<file path="config.mk">
export PLATFORM = sky130hd
export DESIGN_NAME = wct_timing
export DESIGN_NICKNAME = d
export VERILOG_FILES = /design/src/hw/wct_pkg.sv /design/src/hw/wct_timing.sv
export SDC_FILE = /design/constraint.sdc
export NUM_CORES = 1
export LEC_CHECK = 0
export ABC_AREA = 1
export ABC_CLOCK_PERIOD_IN_PS = 7500
export BUFFER_PORTS_ARGS = -buffer_cell sky130_fd_sc_hd__buf_2
export CORE_MARGIN = 2
export CORE_UTILIZATION = 46
export DETAILED_ROUTE_END_ITERATION = 12
export SLEW_MARGIN = 0
export SYNTH_ARGS = -nofsm -noshare
export SYNTH_HDL_FRONTEND = slang
export SYNTH_SLANG_ARGS = --single-unit
</file>
<file path="constraint.sdc">
create_clock -name CLK -period 7.5 [get_ports CLK]
set_input_delay 0.75 -clock CLK [delete_from_list [all_inputs] [get_ports CLK]]
set_output_delay 0.75 -clock CLK [all_outputs]
set_load 0.01 [all_outputs]
</file>
<file path="src/hw/wct_pkg.sv">
// Constants and types shared by the waveform counter timing block
package wct_pkg;

   // ==========================================================
   // Register byte addresses
   localparam logic [7:0] A_CTRL = 8'h00;
   localparam logic [7:0] A_STAT = 8'h04;
   localparam logic [7:0] A_STRB = 8'h08;
   localparam logic [7:0] A_BLEN = 8'h0C;
   localparam logic [7:0] A_DIVIDED_FREQUENCY_PIN = 8'h10;
   localparam logic [7:0] A_CFG = 8'h20;
   localparam logic [7:0] A_LOAD = 8'h40;
   localparam logic [7:0] A_CNT = 8'h60;

   // ==========================================================
   // Control register fields
   localparam int C_WAVE = 0;
   localparam int C_TRIG = 1;
   localparam int C_CYC = 2;
   localparam int C_STOP = 3;
   localparam int C_MODE = 4;
   localparam int C_USEL = 6;
   localparam int C_REQ = 9;
   localparam int CTRL_W = 10;
   localparam logic [1:0] MODE_CONT = 2'h0;
   localparam logic [1:0] MODE_PROG = 2'h1;
   localparam logic [1:0] MODE_PULSE = 2'h2;
   localparam logic [2:0] U_C1 = 3'h0;
   localparam logic [2:0] U_C2 = 3'h1;
   localparam logic [2:0] U_C3 = 3'h2;
   localparam logic [2:0] U_C5 = 3'h3;
   localparam logic [2:0] U_EXT = 3'h4;

   // ==========================================================
   // Counter configuration fields
   localparam int F_SRC = 0;
   localparam int F_FALL = 5;
   localparam int F_GATE = 6;
   localparam int F_TGL = 9;
   localparam int F_INV = 10;
   localparam int F_OST = 11;
   localparam int F_CAS = 13;
   localparam int CFG_W = 14;
   localparam logic [4:0] SRC_PREV = 5'h10;
   localparam logic [4:0] SRC_DIVIDED_FREQUENCY_PIN_LAST = 5'h0F;
   localparam logic [2:0] G_NONE = 3'h0;
   localparam logic [2:0] G_HIGH = 3'h1;
   localparam logic [2:0] G_LOW = 3'h2;
   localparam logic [2:0] G_RISE = 3'h3;
   localparam logic [2:0] G_FALL = 3'h4;
   localparam logic [2:0] G_UP = 3'h5;
   localparam logic [2:0] G_DOWN = 3'h6;
   localparam logic [1:0] O_HIZ = 2'h1;
   localparam logic [1:0] O_LOW = 2'h2;

   // ==========================================================
   // Strobe bits, timebase and reset values
   localparam int S_START = 0;
   localparam int S_CLR = 1;
   localparam int S_UPD = 2;
   localparam int S_CDONE = 3;
   localparam int S_CREQ = 4;
   localparam int NCNT = 5;
   localparam logic [2:0] TB_LAST = 3'h4;
   localparam logic [CTRL_W-1:0] CTRL_RST = 10'h000;

   typedef enum logic [3:0] {
      ST_IDLE = 4'h1,
      ST_RUN = 4'h2,
      ST_GAP = 4'h4,
      ST_DONE = 4'h8
   } wct_state_e;

endpackage : wct_pkg

</file>
<file path="src/hw/wct_timing.sv">
// Counter/timer and cyclic waveform sequencing block with APB registers
//
// Implementation choices: register access over APB and the register addresses.
`timescale 1ns/100ps
`default_nettype none

module wct_timing #(
   parameter int CW = 16,
   parameter int BUF_DEPTH = 2048
)
(
   input wire logic CLK,
   input wire logic NRST,
   input wire logic PSEL,
   input wire logic PENABLE,
   input wire logic PWRITE,
   input wire logic [7:0] PADDR,
   input wire logic [31:0] PWDATA,
   output logic [31:0] PRDATA,
   output logic PREADY,
   output logic PSLVERR,
   input wire logic BOARD_TIMEBASE_CLOCK,
   input wire logic [4:0] SOURCE_IN,
   input wire logic [3:0] GATE_PINS,
   input wire logic EXTERNAL_TRIGGER_PIN_N,
   input wire logic EXT_UPDATE_TRIG_N,
   input wire logic OVERFLOW,
   input wire logic OVERRUN,
   output logic [4:0] COUNTER_OUT,
   output logic [4:0] COUNTER_OUT_OE_N,
   output logic COUNTER_CLOCK,
   output logic DIVIDED_FREQUENCY_PIN,
   output logic COUNTER_FOUR_GATE,
   output logic DAC_UPDATE_N,
   output logic FIFO_REPLAY_PULSE_N,
   output logic REQUEST
);

   localparam int IW = $clog2(BUF_DEPTH) + 1;

   typedef struct packed {
      logic rdy;
      logic err;
      logic [31:0] rdata;
      logic [wct_pkg::CTRL_W-1:0] ctrl;
      logic [IW-1:0] blen;
      logic [8:0] foc;
      logic [4:0][wct_pkg::CFG_W-1:0] cfg;
      logic [4:0][CW-1:0] ld;
      logic [4:0][CW-1:0] cnt;
      logic [4:0] sprev;
      logic [4:0] gprev;
      logic [4:0] arm;
      logic [4:0] tcp;
      logic [4:0] tgl;
      logic [4:0] pin;
      logic [4:0] oe_n;
      logic bprev;
      logic [5:0] tb;
      logic [5:1][2:0] pc;
      logic fprev;
      logic [3:0] fcnt;
      logic fo;
      logic g4;
      logic tprev;
      logic uprev;
      logic upd_n;
      logic rpl_n;
      logic req;
      logic done;
      logic [IW-1:0] idx;
      wct_pkg::wct_state_e st;
   } wct_state_s;

   wct_state_s s_r;
   wct_state_s s_nxt;

   always_comb
   begin
      wct_state_s n;
      logic rd_ph;
      logic wr;
      logic kv;
      logic h_ctrl, h_stat, h_strb, h_blen, h_divided_frequency_pin, h_cfg, h_ld, h_cnt;
      logic [2:0] ki;
      logic [4:0] stb;
      logic tick;
      logic [4:0] gv;
      logic [4:0] raw;
      logic [4:0] tc;
      logic [16:0] sv;
      logic [4:0] sel;
      logic sl, ev, run, g, ul, ufall, upd, replay, cyc, fl;
      logic [1:0] mode;
      logic [4:0] dd;
      n = s_r;
      rd_ph = PSEL & PENABLE & ~s_r.rdy;
      wr = PSEL & PENABLE & s_r.rdy & PWRITE;
      ki = PADDR[4:2];
      kv = (ki < 3'h5) && (PADDR[1:0] == 2'h0);
      tc = '0;
      sv = '0;
      sel = '0;
      sl = 1'b0;
      ev = 1'b0;
      run = 1'b0;
      g = 1'b0;
      fl = 1'b0;
      // ==========================================================
      // APB decode, read data one wait state after setup
      h_ctrl = PADDR == wct_pkg::A_CTRL;
      h_stat = PADDR == wct_pkg::A_STAT;
      h_strb = PADDR == wct_pkg::A_STRB;
      h_blen = PADDR == wct_pkg::A_BLEN;
      h_divided_frequency_pin = PADDR == wct_pkg::A_DIVIDED_FREQUENCY_PIN;
      h_cfg = (PADDR[7:5] == wct_pkg::A_CFG[7:5]) && kv;
      h_ld = (PADDR[7:5] == wct_pkg::A_LOAD[7:5]) && kv;
      h_cnt = (PADDR[7:5] == wct_pkg::A_CNT[7:5]) && kv;
      n.rdy = rd_ph;
      n.err = 1'b0;
      n.rdata = '0;
      if (rd_ph)
      begin
         if (h_ctrl)
            n.rdata = 32'(s_r.ctrl);
         else if (h_stat)
            n.rdata = 32'({s_r.pin, s_r.st, s_r.req, s_r.g4, s_r.done});
         else if (h_strb)
            n.rdata = '0;
         else if (h_blen)
            n.rdata = 32'(s_r.blen);
         else if (h_divided_frequency_pin)
            n.rdata = 32'(s_r.foc);
         else if (h_cfg)
            n.rdata = 32'(s_r.cfg[ki]);
         else if (h_ld)
            n.rdata = 32'(s_r.ld[ki]);
         else if (h_cnt)
            n.rdata = 32'(s_r.cnt[ki]);
         else
            n.err = 1'b1;
      end
      stb = (wr && h_strb) ? PWDATA[4:0] : 5'h00;
      if (wr && h_ctrl)
         n.ctrl = PWDATA[wct_pkg::CTRL_W-1:0];
      if (wr && h_blen)
         n.blen = PWDATA[IW-1:0];
      if (wr && h_divided_frequency_pin)
         n.foc = PWDATA[8:0];
      if (wr && h_cfg)
         n.cfg[ki] = PWDATA[wct_pkg::CFG_W-1:0];
      if (wr && h_ld)
      begin
         n.ld[ki] = PWDATA[CW-1:0];
         n.cnt[ki] = PWDATA[CW-1:0];
      end
      cyc = s_r.ctrl[wct_pkg::C_CYC];
      mode = s_r.ctrl[wct_pkg::C_MODE +: 2];
      // ==========================================================
      // Timebases: board clock halved, and a decade chain counted from the board clock itself
      tick = BOARD_TIMEBASE_CLOCK & ~s_r.bprev;
      n.bprev = BOARD_TIMEBASE_CLOCK;
      if (tick)
         n.tb[0] = ~s_r.tb[0];
      for (int k = 1; k < 6; k++)
      begin
         if (tick)
         begin
            if (s_r.pc[k] == wct_pkg::TB_LAST)
            begin
               n.pc[k] = 3'h0;
               n.tb[k] = ~s_r.tb[k];
               tick = ~s_r.tb[k];
            end
            else
            begin
               n.pc[k] = s_r.pc[k] + 3'h1;
               tick = 1'b0;
            end
         end
      end
      // ==========================================================
      // Update trigger, replay and request
      case (s_r.ctrl[wct_pkg::C_USEL +: 3])
         wct_pkg::U_C1: ul = s_r.pin[0];
         wct_pkg::U_C2: ul = s_r.pin[1];
         wct_pkg::U_C3: ul = s_r.pin[2];
         wct_pkg::U_C5: ul = s_r.pin[4];
         wct_pkg::U_EXT: ul = EXT_UPDATE_TRIG_N;
         default: ul = ~stb[wct_pkg::S_UPD];
      endcase
      n.uprev = ul;
      ufall = s_r.uprev & ~ul;
      if (stb[wct_pkg::S_CREQ])
         n.req = 1'b0;
      if (s_r.ctrl[wct_pkg::C_REQ] && ufall)
         n.req = 1'b1;
      upd = ufall && s_r.ctrl[wct_pkg::C_WAVE] && s_r.ctrl[wct_pkg::C_TRIG]
         && (s_r.st == wct_pkg::ST_RUN);
      n.upd_n = ~upd;
      replay = upd && cyc && (s_r.idx == s_r.blen - IW'(1));
      if (upd && cyc)
         n.idx = replay ? '0 : s_r.idx + IW'(1);
      n.rpl_n = ~replay;
      // ==========================================================
      // Counters
      gv = {GATE_PINS[3], s_r.g4, GATE_PINS[2:0]};
      for (int i = 0; i < 5; i++)
         raw[i] = s_r.cfg[i][wct_pkg::F_TGL] ? s_r.tgl[i] : s_r.tcp[i];
      for (int i = 0; i < 5; i++)
      begin
         sv = {raw[(i + 4) % 5], SOURCE_IN, gv, s_r.tb};
         sel = s_r.cfg[i][wct_pkg::F_SRC +: 5];
         sl = (sel <= wct_pkg::SRC_PREV) ? sv[sel] : 1'b0;
         n.sprev[i] = sl;
         ev = s_r.cfg[i][wct_pkg::F_FALL] ? (s_r.sprev[i] & ~sl)
            : (~s_r.sprev[i] & sl);
         if (i == 0 && cyc && mode != wct_pkg::MODE_CONT)
            ev = replay;
         if (i > 0 && s_r.cfg[i][wct_pkg::F_CAS])
            ev = tc[(i + 4) % 5];
         g = gv[i];
         n.gprev[i] = g;
         case (s_r.cfg[i][wct_pkg::F_GATE +: 3])
            wct_pkg::G_NONE: run = 1'b1;
            wct_pkg::G_HIGH: run = g;
            wct_pkg::G_LOW: run = ~g;
            wct_pkg::G_RISE:
            begin
               if (~s_r.gprev[i] & g)
                  n.arm[i] = 1'b1;
               run = n.arm[i];
            end
            wct_pkg::G_FALL:
            begin
               if (s_r.gprev[i] & ~g)
                  n.arm[i] = 1'b1;
               run = n.arm[i];
            end
            wct_pkg::G_UP: run = gv[(i + 1) % 5];
            wct_pkg::G_DOWN: run = gv[(i + 4) % 5];
            default: run = 1'b0;
         endcase
         if (i == 1 && cyc && mode == wct_pkg::MODE_PULSE)
            run = run && (s_r.st == wct_pkg::ST_GAP);
         if (ev && run)
         begin
            n.tcp[i] = 1'b0;
            if (n.cnt[i] <= CW'(1))
            begin
               n.cnt[i] = n.ld[i];
               tc[i] = 1'b1;
               n.tcp[i] = 1'b1;
               n.tgl[i] = ~s_r.tgl[i];
               n.arm[i] = 1'b0;
            end
            else
               n.cnt[i] = n.cnt[i] - CW'(1);
         end
         raw[i] = s_r.cfg[i][wct_pkg::F_TGL] ? n.tgl[i] : n.tcp[i];
         if (s_r.cfg[i][wct_pkg::F_OST +: 2] == wct_pkg::O_LOW)
            n.pin[i] = 1'b0;
         else
            n.pin[i] = raw[i] ^ s_r.cfg[i][wct_pkg::F_INV];
         n.oe_n[i] = s_r.cfg[i][wct_pkg::F_OST +: 2] == wct_pkg::O_HIZ;
      end
      // ==========================================================
      // Counter 4 gate flop
      n.tprev = EXTERNAL_TRIGGER_PIN_N;
      if ((s_r.tprev & ~EXTERNAL_TRIGGER_PIN_N) | stb[wct_pkg::S_START])
         n.g4 = 1'b1;
      if ((s_r.cfg[4][wct_pkg::F_CAS] ? tc[4] : tc[3]) | OVERFLOW | OVERRUN
         | stb[wct_pkg::S_CLR])
         n.g4 = 1'b0;
      // ==========================================================
      // Waveform sequencer
      if (stb[wct_pkg::S_CDONE])
         n.done = 1'b0;
      case (s_r.st)
         wct_pkg::ST_IDLE:
         begin
            n.idx = '0;
            n.st = wct_pkg::ST_RUN;
         end
         wct_pkg::ST_RUN:
         begin
            if (replay && s_r.ctrl[wct_pkg::C_STOP])
               n.st = wct_pkg::ST_DONE;
            else if (replay && tc[0] && mode == wct_pkg::MODE_PROG)
            begin
               n.st = wct_pkg::ST_DONE;
               n.done = 1'b1;
            end
            else if (replay && tc[0] && mode == wct_pkg::MODE_PULSE)
               n.st = wct_pkg::ST_GAP;
         end
         wct_pkg::ST_GAP:
         begin
            if (s_r.ctrl[wct_pkg::C_STOP])
               n.st = wct_pkg::ST_DONE;
            else if (tc[1])
               n.st = wct_pkg::ST_RUN;
         end
         wct_pkg::ST_DONE: n.st = wct_pkg::ST_DONE;
         default: n.st = wct_pkg::ST_IDLE;
      endcase
      if (!(s_r.ctrl[wct_pkg::C_TRIG] && s_r.ctrl[wct_pkg::C_WAVE]))
         n.st = wct_pkg::ST_IDLE;
      // ==========================================================
      // Frequency output divider
      sel = s_r.foc[4:0];
      sv = {1'b0, SOURCE_IN, gv, s_r.tb};
      fl = (sel <= wct_pkg::SRC_DIVIDED_FREQUENCY_PIN_LAST) ? sv[sel] : 1'b0;
      n.fprev = fl;
      dd = (s_r.foc[8:5] == 4'h0) ? 5'h10 : {1'b0, s_r.foc[8:5]};
      if (~s_r.fprev & fl)
         n.fcnt = ({1'b0, s_r.fcnt} + 5'h01 >= dd) ? 4'h0 : s_r.fcnt + 4'h1;
      n.fo = (dd == 5'h01) ? fl : ({1'b0, n.fcnt} < (dd >> 1));
      s_nxt = n;
   end

   always_ff @(posedge CLK)
   begin
      if (!NRST)
      begin
         s_r <= '0;
         s_r.ctrl <= wct_pkg::CTRL_RST;
         s_r.uprev <= 1'b1;
         s_r.tprev <= 1'b1;
         s_r.upd_n <= 1'b1;
         s_r.rpl_n <= 1'b1;
         s_r.st <= wct_pkg::ST_IDLE;
      end
      else
         s_r <= s_nxt;
   end

   assign PRDATA = s_r.rdata;
   assign PREADY = s_r.rdy;
   assign PSLVERR = s_r.err;
   assign COUNTER_OUT = s_r.pin;
   assign COUNTER_OUT_OE_N = s_r.oe_n;
   assign COUNTER_CLOCK = s_r.tb[1];
   assign DIVIDED_FREQUENCY_PIN = s_r.fo;
   assign COUNTER_FOUR_GATE = s_r.g4;
   assign DAC_UPDATE_N = s_r.upd_n;
   assign FIFO_REPLAY_PULSE_N = s_r.rpl_n;
   assign REQUEST = s_r.req;

endmodule : wct_timing

`default_nettype wire

</file>
==> impl_metrics.tcl <==
set metrics [dict create \
    rows 78 \
    cts_hold_buffers 0 \
    synth_ff_type "dfxtp_1" \
    setup_viol 0 \
    io_buffers 76 \
    cp-start-kind "input port" \
    num_vias 21900 \
    drtAntennaViolNets 0 \
    ir_drop_mv 0.180 \
    dpl.hpwl_um 60900 \
    ys_seq_area_share_pct 34.9 \
    ctsResizeCount 0 \
    antenna_found_initial 2 \
    outcome "complete, no violations" \
    fin_skew_ns 0.0262 \
    dpl_cell_area_um2 21600 \
    end_kind "flip-flop" \
    crit_path_frequent_cell "nand3_2" \
    hold_start "EXTERNAL_TRIGGER_PIN_N" \
    dieHeight_um 217 \
    fin_crit_sh_pct 88.8 \
    r2r_end "COUNTER_FOUR_GATE" \
    grtUsageTotal_pct 34.4 \
    cp_slowest_stage_delay_ns 0.46 \
    vias_per_cell 5.83 \
    reg2regPathDepth 32 \
    cts_tree "done" \
    htreeDepth 2 \
    fin_crit_ns 6.66 \
    routed_wl_um 82400 \
    fp.dieW_um 217 \
    tightest_slew_ns 0.996 \
    drv_cap 0 \
    slew_headroom_pct 33.1 \
    cellLeakagePower_nw 9.76 \
    core_um2 45200 \
    hold_depth 3 \
    crit_required_ns 7.99 \
    drv_slew 0 \
    clock_latency_ns 0.60 \
    finalNetCount 3218 \
    synth_seq_cells 365 \
    whs_endpoint "s_r[21]" \
    design_area_um2 23200 \
    powerDensity_nw_per_um2 244 \
    clockBufferDepth 3 \
    crit_family "simple AND/OR/NAND/NOR gates" \
    post_drt_wl_per_cell_um 21.9 \
    synthCells 3127 \
    num_antenna_cells 0 \
    grt_pass1_wl_um 123000 \
    cts_root_buffer "clkbuf_16" \
    grt_overflow 0 \
    grt_pass1_vias 20000 \
    worst_path_max_delay_cell "nor2_4" \
    holdWs_ns 0.340 \
    path_class "in -> reg" \
    reg2reg_slack_ns 1.06 \
    crit_arrival_ns 7.14 \
    path_clk_slew_ns 0.06 \
    syn_avg_cell_area_um2 6.70 \
    die_area_um2 47300 \
    fillers 4567 \
    crit_buf_inv 7 \
    drc 0 \
    clock_sinks 365 \
    rsz0062_at_grt "no" \
    critPathMaxFanout 24 \
    ios 109 \
    first_pass_iters 6 \
    synth_edf_count 0 \
    startpoint "PADDR[3]" \
    first_iter_violations 2764 \
    setup_tns_ns 0 \
    grt_start_max_net_pins 84 \
    hp-class "in -> reg" \
    cts_buffers 45 \
    timing.rr.start "PREADY" \
    syn_area_um2 21000 \
    drive_above_1_share_pct 8.79 \
    final_hold_viol_count 0 \
    start_util_pct 46.4 \
    gp_congestion 1.06 \
    areaGrowthSynthToFinish_pct 10.6 \
    ys_warn_count 0 \
    cts_setup_buffers 0 \
    ys_types 70 \
    async_reset_ff_share_pct 0 \
    fmax_mhz 150 \
]
[cells by family after synthesis]
logic type,count (synthesis),synth area share (%)
AOI/OAI and AO/OA,975,26.7
xor gates and xnor gates,54,2.26
adders and majority gates,31,1.85
buffers and inverters,579,11.5
DFF,365,34.9
muxes,3,0.143
other,1,0.0179
and+or+nand+nor,1119,22.8
[worst max-delay path by stage]
| stage | to | slack, ns | depth (start not counted) |
|---|---|---|---|
| 2_1_floorplan | COUNTER_FOUR_GATE | 2.15 | 52 |
| 3_3_place_gp | COUNTER_FOUR_GATE | 0.46 | 35 |
| 3_5_place_dp | COUNTER_FOUR_GATE | 0.29 | 34 |
| 4_1_cts | COUNTER_FOUR_GATE | 0.90 | 36 |
| 5_1_grt | COUNTER_FOUR_GATE | 0.32 | 41 |
| 6_report | COUNTER_FOUR_GATE | 0.84 | 34 |
[cell usage after synthesis, types with 14 or more instances]
cell | count | area (µm²)
inv_1 | 376 | 1410
o22ai_1 | 47 | 294
nand2_1 | 429 | 1610
o211ai_1 | 27 | 203
xor2_1 | 46 | 403
dfxtp_1 | 365 | 7310
ha_1 | 31 | 388
clkbuf_1 | 123 | 462
a211oi_1 | 41 | 308
nand4_1 | 18 | 113
a31oi_1 | 17 | 106
a21oi_1 | 403 | 2020
nand3_1 | 122 | 611
buf_4 | 43 | 323
nor3_1 | 56 | 280
nor2_1 | 421 | 1580
o221ai_1 | 36 | 315
nand3_2 | 14 | 140
o21ai_0 | 308 | 1540
[metrics by stage]
stage / instances / setup WS (ns) / utilization [%] / power [mW]
after global routing: 3763 / 0.315 / 51.3 / 5.91
after detailed placement: 3681 / 0.286 / 47.8 / 3.36
after floorplan: 3142 / 2.15 / - / 2.97
after global placement: 3681 / 0.460 / 47.8 / 3.35
final: 3763 / 0.843 / 51.3 / 5.67
after CTS: 3763 / 0.897 / 51.3 / 5.67
[sequential cells by signal, indices dropped and copies added, names as in the netlist]
register / cells
s_r: 331
PRDATA: 16
COUNTER_OUT: 5
COUNTER_OUT_OE_N: 5
COUNTER_CLOCK: 1
COUNTER_FOUR_GATE: 1
DAC_UPDATE_N: 1
DIVIDED_FREQUENCY_PIN: 1
FIFO_REPLAY_PULSE_N: 1
PREADY: 1
PSLVERR: 1
REQUEST: 1
[layer usage]
| metal | GRT usage [%] | part of all wire (%) | vias up |
|---|---|---|---|
| met2 | 54.8 | 45 | 1002 |
| met5 | 0 | 0 | - |
| met1 | 44.4 | 41 | 10200 |
| met4 | 19.7 | 6.4 | 0 |
| met3 | 5.12 | 7.7 | 208 |
| li1 | - | - | 10500 |
[power breakdown]
group | leakage (nW) | switching, mW | internal [mW]
combinational | 6.03 | 0.879 | 0.380
clock | 0.776 | 0.910 | 1.41
sequential | 2.96 | 0.0691 | 2.02
[worst reg2reg max path: cells and delay by family (launching register included)]
family	cells	cell delay, ns
adder cells (fa/ha/maj)	1	0.26
buffers and inverters	6	1.23
AND/OR/NAND/NOR	20	3.14
flip-flops	1	0.35
AO/OA/AOI/OAI	5	1.33
[layout make-up]
type	instances	area [µm²]	area share (%)
clock buffers	65	1370	5.93
clock inverters	17	204	0.880
inverters	392	1480	6.37
multi-input cells	2198	11300	48.8
flip-flops and latches	365	7310	31.5
well taps	600	751	3.24
repair buffers	126	758	3.27
[cells in the final DEF (no fill, tap or decap), drive strengths merged, types with 2 or more instances in the layout]
cell      instances
a22oi             9
nor3             56
nand3b            3
buf             126
ha               31
o221ai           36
a2111oi           5
o21bai           14
o2111ai           2
xnor2             8
o22ai            47
o21a              8
a21oi           411
dfxtp           365
nor2            431
xor2             46
or2               9
clkinvlp          3
conb             16
a221oi           14
a31oi            17
clkinv           14
nor3b             8
mux2i             3
clkbuf           65
nor4             12
o41ai             2
a211oi           47
nand2           439
o21ai           319
o311ai            2
o211ai           27
nand3           137
o31ai             3
inv             388
o32ai             2
bufinv            4
nand4            18
(Power assumes the default switching activity.)
